### src/hdl/osc_clock_regs.svh
// Register map, field positions and timing counts of the clock source block
`ifndef OSC_CLOCK_REGS_SVH
`define OSC_CLOCK_REGS_SVH

// Byte addresses on the register bus
`define OSC_CTRL_ADDR       16'h0000
`define OSC_STAT_ADDR       16'h0004
`define OSC_OPT_ADDR        16'hFFD0

// Option byte: type select in the top bit, erased state all ones
`define OSC_OPT_TYPE_BIT    7
`define OSC_OPT_ERASED      8'hFF

// Control register fields and reset value
`define OSC_CTRL_STOP_DIS   0
`define OSC_CTRL_PFE        1
`define OSC_CTRL_RESET      2'h0

// Status register fields
`define OSC_STAT_SRC_ON     0
`define OSC_STAT_HALVED     1
`define OSC_STAT_SLOW_ON    2
`define OSC_STAT_XTAL       3

// Timing: system clock and nominal slow clock rate, both in Hz
`define OSC_CLK_HZ          100000000
`define OSC_SLOW_HZ         50000
`define OSC_SLOW_HALF       (`OSC_CLK_HZ / (2 * `OSC_SLOW_HZ))
`define OSC_CNT_W           12

`endif

### src/hdl/osc_clock_pkg.sv
// Types shared by the clock source block
package osc_clock_pkg;
`include "osc_clock_regs.svh"

    typedef enum logic [0:0] {
        BUS_IDLE = 1'b0,
        BUS_ACK  = 1'b1
    } bus_state_t;

    typedef struct packed {
        bus_state_t             bus;
        logic [31:0]            rdata;
        logic [1:0]             ctrl;
        logic                   src_d;
        logic                   gate_full;
        logic                   full;
        logic                   halved;
        logic                   gate_slow;
        logic                   slow_ph;
        logic [`OSC_CNT_W-1:0]  cnt;
        logic                   xtal_en;
        logic                   rc_en;
        logic                   pin_o;
        logic                   pin_oe;
        logic                   kbi;
        logic                   slow_q;
        logic                   wreq;
        logic                   live;
    } osc_state_t;
endpackage

### src/hdl/pin_sync.sv
// Two-flop synchroniser for a group of pin inputs
`timescale 1ns/1ps
module pin_sync #(
    parameter int WIDTH = 1
) (
    input  wire logic             clock_in,
    input  wire logic             srst_in,
    input  wire logic [WIDTH-1:0] async_in,
    output logic      [WIDTH-1:0] sync_out
);
    logic [WIDTH-1:0] meta;

    generate
        if (WIDTH < 1) begin : g_bad
            $error("pin_sync WIDTH must be at least 1");
        end
    endgenerate

    // First stage feeds only the second stage
    always_ff @(posedge clock_in) begin
        if (srst_in) begin
            meta     <= '0;
            sync_out <= '0;
        end else begin
            meta     <= async_in;
            sync_out <= meta;
        end
    end
endmodule

### src/hdl/oscillator_clock_select_gating.sv
// Clock source selection, division, gating and shared pin control
//
// Decided for this implementation: the Avalon-MM register port.
`timescale 1ns/1ps
`include "osc_clock_regs.svh"
module oscillator_clock_select_gating
    import osc_clock_pkg::*;
#(
    parameter logic [7:0] OPTION_BYTE_INIT = `OSC_OPT_ERASED,
    parameter int         SLOW_HALF        = `OSC_SLOW_HALF
) (
    input  wire logic        clock_in,
    input  wire logic        srst_in,
    // Avalon-MM slave
    input  wire logic [15:0] avs_address_in,
    input  wire logic        avs_read_in,
    input  wire logic        avs_write_in,
    input  wire logic [31:0] avs_writedata_in,
    input  wire logic [3:0]  avs_byteenable_in,
    output logic [31:0]      avs_readdata_out,
    output logic             avs_waitrequest_out,
    // From the system integration unit
    input  wire logic        oscillator_enable_request_in,
    input  wire logic        wait_mode_in,
    input  wire logic        stop_mode_in,
    input  wire logic        break_state_in,
    // Port bit six drive from port logic
    input  wire logic        port_a_bit_six_data_in,
    input  wire logic        port_a_bit_six_dir_in,
    // Pins
    input  wire logic        oscillator_input_pin_in,
    input  wire logic        oscillator_output_pin_in,
    output logic             oscillator_output_pin_out,
    output logic             oscillator_output_pin_oe_out,
    // Analog oscillator enables
    output logic             crystal_enable_out,
    output logic             rc_enable_out,
    // Clocks and keyboard input six to consumers
    output logic             full_rate_clock_out,
    output logic             halved_clock_out,
    output logic             internal_slow_clock_out,
    output logic             keyboard_input_six_out
);
    localparam logic [`OSC_CNT_W-1:0] SLOW_LAST = SLOW_HALF[`OSC_CNT_W-1:0] - 1'b1;

    generate
        if (SLOW_HALF < 1 || SLOW_HALF >= (1 << `OSC_CNT_W)) begin : g_bad_half
            $error("SLOW_HALF out of range for the slow clock counter");
        end
    endgenerate

    osc_state_t st;
    osc_state_t next_st;
    logic [1:0] pins_sync;
    logic       src;
    logic       pin_sense;
    logic       type_sel;
    logic       run_src;
    logic       run_slow;
    logic       bus_req;

    // Both pin inputs pass two flops before use
    pin_sync #(
        .WIDTH (2)
    ) u_pin_sync (
        .clock_in (clock_in),
        .srst_in  (srst_in),
        .async_in ({oscillator_output_pin_in, oscillator_input_pin_in}),
        .sync_out (pins_sync)
    );

    // Decodes a bus address into a register hit
    function automatic logic addr_is(input logic [15:0] a, input logic [15:0] r);
        return a == r;
    endfunction

    // Nonvolatile option: fixed by parameter, no reset path
    assign type_sel  = OPTION_BYTE_INIT[`OSC_OPT_TYPE_BIT];
    // Crystal, external clock or RC all arrive on the input pin
    assign src       = pins_sync[0];
    assign pin_sense = pins_sync[1];
    assign bus_req   = avs_read_in | avs_write_in;

    // Source runs on request, except stop outside break
    assign run_src  = oscillator_enable_request_in
                    & ~(stop_mode_in & ~break_state_in);
    // Slow clock halts only in stop with the disable bit set
    assign run_slow = ~(stop_mode_in & ~break_state_in
                    & st.ctrl[`OSC_CTRL_STOP_DIS]);

    // Next-state logic for the whole block
    always_comb begin
        next_st = st;

        // Exclusive oscillator enables
        next_st.xtal_en = run_src & type_sel;
        next_st.rc_en   = run_src & ~type_sel;

        // Full-rate gate moves only while source is low
        next_st.src_d = src;
        if (!src) begin
            next_st.gate_full = run_src;
        end
        // Wait mode does not enter this path
        next_st.full = src & st.gate_full;

        // Halved toggles on source rise, finishing a high phase
        if (src && !st.src_d && (st.gate_full || st.halved)) begin
            next_st.halved = ~st.halved;
        end

        // Free-running slow clock divider
        if (st.cnt == SLOW_LAST) begin
            next_st.cnt     = '0;
            next_st.slow_ph = ~st.slow_ph;
        end else begin
            next_st.cnt = st.cnt + 1'b1;
        end
        if (!st.slow_ph) begin
            next_st.gate_slow = run_slow;
        end

        // Shared output pin role
        if (type_sel) begin
            next_st.pin_o  = ~src;
            next_st.pin_oe = 1'b1;
            next_st.kbi    = 1'b1;
        end else if (!st.ctrl[`OSC_CTRL_PFE]) begin
            next_st.pin_o  = st.full;
            next_st.pin_oe = 1'b1;
            next_st.kbi    = 1'b1;
        end else begin
            next_st.pin_o  = port_a_bit_six_data_in;
            next_st.pin_oe = port_a_bit_six_dir_in;
            next_st.kbi    = pin_sense;
        end

        // Register bus: one wait cycle, then a one-cycle answer
        case (st.bus)
            BUS_IDLE: begin
                if (bus_req) begin
                    next_st.bus   = BUS_ACK;
                    next_st.rdata = '0;
                    if (addr_is(avs_address_in, `OSC_CTRL_ADDR)) begin
                        next_st.rdata[1:0] = st.ctrl;
                    end else if (addr_is(avs_address_in, `OSC_STAT_ADDR)) begin
                        next_st.rdata[`OSC_STAT_SRC_ON]  = st.gate_full;
                        next_st.rdata[`OSC_STAT_HALVED]  = st.halved;
                        next_st.rdata[`OSC_STAT_SLOW_ON] = st.gate_slow;
                        next_st.rdata[`OSC_STAT_XTAL]    = type_sel;
                    end else if (addr_is(avs_address_in, `OSC_OPT_ADDR)) begin
                        next_st.rdata[7:0] = OPTION_BYTE_INIT;
                    end
                end
            end
            BUS_ACK: begin
                next_st.bus = BUS_IDLE;
                if (avs_write_in && avs_byteenable_in[0]
                        && addr_is(avs_address_in, `OSC_CTRL_ADDR)) begin
                    next_st.ctrl = avs_writedata_in[1:0];
                end
            end
            default: begin
                next_st.bus = BUS_IDLE;
            end
        endcase
        // Output copies registered here so every output leaves a flop
        next_st.slow_q = next_st.slow_ph & next_st.gate_slow;
        next_st.wreq   = (next_st.bus != BUS_ACK);
        next_st.live   = 1'b1;
    end

    // State register
    always_ff @(posedge clock_in) begin
        if (srst_in) begin
            st           <= '0;
            st.bus       <= BUS_IDLE;
            st.ctrl      <= `OSC_CTRL_RESET;
            st.gate_slow <= 1'b1;
            st.kbi       <= 1'b1;
            st.wreq      <= 1'b1;
        end else begin
            st <= next_st;
        end
    end

    // Outputs straight from the state flops
    assign avs_readdata_out             = st.rdata;
    assign avs_waitrequest_out          = st.wreq;
    assign oscillator_output_pin_out    = st.pin_o;
    assign oscillator_output_pin_oe_out = st.pin_oe;
    assign crystal_enable_out           = st.xtal_en;
    assign rc_enable_out                = st.rc_en;
    assign full_rate_clock_out          = st.full;
    assign halved_clock_out             = st.halved;
    assign internal_slow_clock_out      = st.slow_q;
    assign keyboard_input_six_out       = st.kbi;
endmodule

### config.mk
export PLATFORM = sky130hd
export DESIGN_NAME = oscillator_clock_select_gating
export DESIGN_NICKNAME = d
export VERILOG_FILES = /design/src/hdl/osc_clock_pkg.sv /design/src/hdl/pin_sync.sv /design/src/hdl/oscillator_clock_select_gating.sv
export VERILOG_INCLUDE_DIRS = /design/src /design/src/hdl
export SDC_FILE = /design/constraint.sdc
export NUM_CORES = 1
export LEC_CHECK = 0
export BUFFER_PORTS_ARGS = -buffer_cell sky130_fd_sc_hd__buf_2
export CAP_MARGIN = 10
export CORE_ASPECT_RATIO = 1.2
export CORE_MARGIN = 5
export CORE_UTILIZATION = 44
export CTS_BUF_LIST = sky130_fd_sc_hd__clkbuf_8 sky130_fd_sc_hd__clkbuf_16
export CTS_CLUSTER_DIAMETER = 40
export DETAILED_ROUTE_END_ITERATION = 16
export GPL_TIMING_DRIVEN = 0
export PLACE_DENSITY = 0.8
export SYNTH_ARGS = -nofsm -noshare
export SYNTH_HDL_FRONTEND = slang
export SYNTH_SLANG_ARGS = --single-unit
### constraint.sdc
create_clock -name clock_in -period 4.4 [get_ports clock_in]
set_input_delay 0.22 -clock clock_in [delete_from_list [all_inputs] [get_ports clock_in]]
set_output_delay 0.22 -clock clock_in [all_outputs]
set_load 0.02 [all_outputs]
==> results of run 1 <==
critical path, stage by stage, from the launching register on:
cell and delay [ps]:
dfxtp_1 350, or4_1 530, nor3_1 310, or2_2 180
buf_2 200, nor2_1 70
Yosys cell counts (all sizes together):
cell type	instances	area, um^2
xnor2	9	78.8
nand2b	1	6.26
nand3	8	40.0
mux2i	1	10.0
nand4	4	25.0
nand2	8	30.0
or4b	2	20.0
or2	1	6.26
nor3	4	20.0
inv	4	15.0
buf	35	260
nor2	19	71.3
and2	1	6.26
and3	2	12.5
nor3b	1	7.51
a32oi	2	17.5
a21o	1	7.51
dfxtp	33	661
conb	2	7.51
a21oi	6	30.0
clkbuf	1	3.75
nor2b	3	18.8
o21bai	1	7.51
o21ai	7	35.0
or4	6	56.3
nand4b	1	8.76
xor2	2	17.5
nor4	5	43.8
ha	1	12.5
a32o	1	10.0
worst min-delay path by stage:
stage                                              from                                 to  slack (ps)  cells past startpoint
after floorplan                                 srst_in      crystal_enable_out$_SDFF_PP0_         310                      1
after global placement    u_pin_sync.meta[0]$_SDFF_PP0_  u_pin_sync.sync_out[0]$_SDFF_PP0_         420                      1
after detailed placement  u_pin_sync.meta[0]$_SDFF_PP0_  u_pin_sync.sync_out[0]$_SDFF_PP0_         420                      1
after CTS                       oscillator_input_pin_in      u_pin_sync.meta[0]$_SDFF_PP0_         140                      2
after global routing            oscillator_input_pin_in      u_pin_sync.meta[0]$_SDFF_PP0_         140                      2
final                           oscillator_input_pin_in      u_pin_sync.meta[0]$_SDFF_PP0_         160                      2
cells by family after synthesis:
group	Yosys count	share of synthesized area (%)
flops	33	42.7
other cells	2	0.486
buf+inv	40	18.0
compound gates	18	6.96
xor+xnor	11	6.23
fa+ha+maj	1	0.809
simple gates	66	24.1
mux	1	0.647
cell type report:
cell class	count	area [um^2]
buffer	36	264
clock buffer	6	82.6
clock inverter	1	3.75
fill	329	1390
inverter	4	15.0
multi-input combinational	123	697
sequential	33	661
tap	37	46.3
timing repair buffer	41	205
registers in the layout (all words and copies together) (netlist names):
name	cells
oscillator_output_pin_out	1
oscillator_output_pin_oe_out	1
crystal_enable_out	1
halved_clock_out	1
full_rate_clock_out	1
internal_slow_clock_out	1
u_pin_sync.meta	1
avs_readdata_out	5
avs_waitrequest_out	1
st	19
u_pin_sync.sync_out	1
power by group:
part	internal, W	switching (W)	total [W]
clock	0.000121	0.0000921	0.000213
combinational	0.0000335	0.0000438	0.0000773
sequential	0.000306	0.00000364	0.000310
through the flow:
| step | utilization, % | cells |
|---|---|---|
| CTS | 58.6 | 281 |
| global placement | 56.1 | 274 |
| floorplan | - | 196 |
| global route | 58.6 | 281 |
| finish | 58.6 | 281 |
| detailed placement | 56.1 | 274 |
routing by layer:
metal / share of wire [%] / vias up / global-route usage [%]
li1: - / 677 / -
met1: 39 / 549 / 14.7
met2: 47 / 51 / 21.2
met3: 12 / 5 / 6.12
met4: 1.3 / 0 / 6.11
met5: 0 / - / 0
==> impl_metrics.toml, run 1 <==
[outcome]
status = "finished clean"

[hold_path]
min_path_type = "in -> reg"

[clock_tree]
tritoncts = "done"
worstSkewPairLatency_ps = 280
post_cts_buffers = 0
cts_made_buffers = 5
root_buffer = "clkbuf_8"
cts.clk_slew.worst_paths_ps = 60
ctsResizeCount = 0
clk_path_buf_depth = 2
clock-sinks = 33
cts_hold_buf = 0
htree_levels = 2

[worst_setup_path]
cp.arrival_ps = 1910
worstSetupEndpointType = "register"
reg2regPathDepth = 5
critPathRequiredTime_ps = 4560
r2r_end = "st[12]$_SDFF_PP0_"
crit_path_end = "st[12]$_SDFF_PP0_"
r2r_start = "st[11]$_SDFF_PP0_"
critPathKind = "reg -> reg"
reg2reg_slack_ps = 2650
cp_max_fo = 10
cp-start-kind = "register"
cp-startpoint = "st[11]$_SDFF_PP0_"

[timing]
final-hold-violation-count = 0
rsz0062_at_grt = "no"
setup_viol = 0
tns_ps = 0
post-route-period-util_pct = 39.8
min_period_ps = 1750
relSlewSlack_pct = 58.8
max_slew.worst_pin.slew_ps = 613
max_freq_ghz = 0.571
maxSlewViolCount = 0
fin_ws_ps = 2650
clock_skew_ps = 4.78
hold_slack_ps = 158

[layout]
final_common_cell = "buf_2"
drive_gt1_share_pct = 36.9
mostFrequentLayoutCells = "buf_2, buf_4, dfxtp_1"
num_antenna_cells = 0
finish.instance_area_mm2 = 0.00197
areaGrowthSynthToFinish_pct = 27.7
nets = 309

[yosys]
yosysWarnings = 0
ys_seq_area_share_pct = 42.7
ys_ff_latch = 33
syn_area_per_cell_um2 = 8.99
netlist_instances = 172
synth_cell_types = 34
syn-cell-area_mm2 = 0.00155

[floorplanning]
dieArea_mm2 = 0.00481
io_pins = 105
die_h_um = 74.9
core_mm2 = 0.00337
die_w_um = 64.1
initial_core_util_pct = 45.9
rows = 23

[power_and_ir_drop]
p_leak_nw = 0.930
finalPower_w = 0.000601
worst_ir_drop_vdd_mv = 0.220
p_per_area_mw_per_mm2 = 304

[detailed_routing]
ant_nets = 0
drt-pass1-iter-count = 4
wl_per_cell_um = 10.5
drc = 0
dr.first_iter.drc_count = 31
vias = 1282
vias_per_cell = 4.56
drt-total-wl_um = 2940

[grt]
grt_pass1_wl_um = 4940
overflow = 0
antenna_found_initial = 0
grt_util_all_layers_pct = 13.1
grt_max_degree = 11
grt_pass1_vias = 1163

[placement]
port_buffers = 41
post_dp_cell_area_mm2 = 0.00189
dp_slack_ps = 2560
hpwl_um = 2430
gp_congestion = 0.819

[flow_run]
drv_cap = 0
Power figures use the tool's default switching activity.
==> run 2, diff against run 1 <==
CORE_UTILIZATION = 41   (was 44)
PLACE_DENSITY = 0.75   (was 0.8)
clock period = 1.65 ns   (was 4.4 ns; I/O delays follow)
==> run 2 against run 1 <==
- maximum frequency up 14%
- wire length up 3.4%
- worst hold slack worse by 120 ps
- final area up 3.1%
- sequential power rose to 2.7 times the previous value
- die area up 6.2%
- critical path depth down 1
- via count down 0.94%
- highest routed layer unchanged
==> impl_metrics.toml, run 2 (synthesis results as in run 1) <==
[clock_tree]
htree_levels = 2
cts_made_buffers = 5
tritoncts = "done"
clock-sinks = 33
post_cts_buffers = 0
clk_path_buf_depth = 2
worstSkewPairLatency_ps = 280
cts.clk_slew.worst_paths_ps = 60
root_buffer = "clkbuf_8"

[worst_setup_path]
reg2reg_slack_ps = 110
cp_max_fo = 11
r2r_start = "st[11]$_SDFF_PP0_"
cp-start-kind = "register"
critPathKind = "reg -> reg"
cp.arrival_ps = 1700
critPathRequiredTime_ps = 1820
worstSetupEndpointType = "register"
r2r_end = "st[14]$_SDFF_PP0_"
reg2regPathDepth = 4

[layout]
nets = 309
num_antenna_cells = 0
final_common_cell = "buf_2"
nFillCells = 354
largest_reg_flops = 19
top_register = "st"
areaGrowthSynthToFinish_pct = 31.6
drive_gt1_share_pct = 37.1
utilization_pct = 56.0
mostFrequentLayoutCells = "buf_2, buf_4, dfxtp_1"

[timing]
fin_ws_ps = 114
post-route-period-util_pct = 93.1
setup_viol = 0
max_slew.worst_pin.slew_ps = 618
final-hold-violation-count = 0
rsz0062_at_grt = "no"
relSlewSlack_pct = 58.4
hold_slack_ps = 40.9
clock_skew_ps = 7.14
max_freq_ghz = 0.651
min_period_ps = 1540
maxSlewViolCount = 0

[power_and_ir_drop]
finalPower_w = 0.00179
intPower_w = 0.00139
power.share.clock_pct = 42.1
pwr-share-seq_pct = 46.2
sw_frac_of_total_pct = 22.1
worst_ir_drop_vdd_mv = 0.772
comb_power_share_pct = 11.7
p_leak_nw = 0.945
switchingPower_w = 0.000395
p_per_area_mw_per_mm2 = 878

[grt]
antenna_found_initial = 0
grt_max_degree = 12
grt_util_all_layers_pct = 12.5
grt_pass1_vias = 1226
grt_pass1_wl_um = 5010
overflow = 0

[detailed_routing]
drt-pass1-iter-count = 4
vias_per_cell = 4.28
drt-total-wl_um = 3040
vias = 1270
dr_wl_met3_um = 322
ant_nets = 0
dr.first_iter.drc_count = 34
drt-met1-wl_um = 1230
wl_per_cell_um = 10.2
drc = 0
top_layer_used = "met4"
wl_met2_um = 1400

[outcome]
status = "finished clean"

[floorplanning]
io_pins = 105
dieArea_mm2 = 0.00511
initial_core_util_pct = 42.6
die_h_um = 77.3
core_mm2 = 0.00363
rows = 24
die_w_um = 66.1

[hold_path]
min_path_cells = 2
hp-start = "srst_in"
hold_path_end = "crystal_enable_out$_SDFF_PP0_"
min_path_type = "in -> reg"

[placement]
gp_congestion = 0.800
dp_slack_ps = -82.7
hpwl_um = 2470
port_buffers = 41

[flow_run]
drv_cap = 0
-- run 2: cell types whose count changed in the layout (fill, tap and decap cells not counted) --
| cell | delta |
|---|---|
| buf_2 | -1 |
| bufinv_16 | +1 |
| dlygate4sd3_1 | +1 |
| nor3_1 | -1 |
| nor3_2 | +1 |
| or2_2 | -1 |
| or2_4 | +1 |
-- run 2: final cells by class --
| type | count | area (um^2) | share of cell area, % |
|---|---|---|---|
| buffer | 35 | 259 | 12.7 |
| clock buffer | 6 | 82.6 | 4.06 |
| clock inverter | 2 | 33.8 | 1.66 |
| inverter | 4 | 15.0 | 0.738 |
| multi-input combinational | 123 | 704 | 34.6 |
| sequential | 33 | 661 | 32.5 |
| tap | 52 | 65.1 | 3.20 |
| timing repair buffer | 42 | 215 | 10.6 |
-- run 2: worst max-delay path by stage --
stage          slack [ps]               from                end  cells past startpoint
3_5_place_dp          -80  st[11]$_SDFF_PP0_  st[18]$_SDFF_PP0_                      5
5_1_grt                50  st[11]$_SDFF_PP0_  st[14]$_SDFF_PP0_                      4
2_1_floorplan          70  st[11]$_SDFF_PP0_  st[12]$_SDFF_PP0_                      5
6_report              110  st[11]$_SDFF_PP0_  st[14]$_SDFF_PP0_                      4
3_3_place_gp          -70  st[11]$_SDFF_PP0_  st[13]$_SDFF_PP0_                      5
4_1_cts                50  st[11]$_SDFF_PP0_  st[18]$_SDFF_PP0_                      4
-- run 2: layer usage --
layer / global-route usage [%] / vias to the layer above
li1: - / 677
met1: 13.5 / 534
met2: 20.2 / 50
met3: 4.97 / 9
met4: 7.72 / 0
met5: 0 / -
-- run 2: critical path, stage by stage, from the launching register on --
cell and delay, ps:
dfxtp_1 350, or4_1 540, nor3_2 250, or2_4 230, nor2_1 60
-- run 2: power groups by stage --
stage          Clock, W  Sequential [W]  Combinational (W)
6_report       0.000753        0.000826           0.000209
5_1_grt        0.000820        0.000828           0.000230
4_1_cts        0.000784        0.000826           0.000207
3_5_place_dp          0        0.000844           0.000205
3_3_place_gp          0        0.000843           0.000202
2_1_floorplan         0        0.000851           0.000143
-- run 2: metrics by stage --
stage	cells	instance area (um^2)	setup TNS (ps)
global route	297	2040	0
CTS	297	2030	0
detailed placement	289	1910	-881
floorplan	196	1640	0
global placement	289	1910	-781
finish	297	2040	0
-- run 2: repair_timing --
item                       CTS  global route
hold endpoints to repair     1             0
hold buffers                 1             0
resized for setup            1             1
setup endpoints to repair   10             7
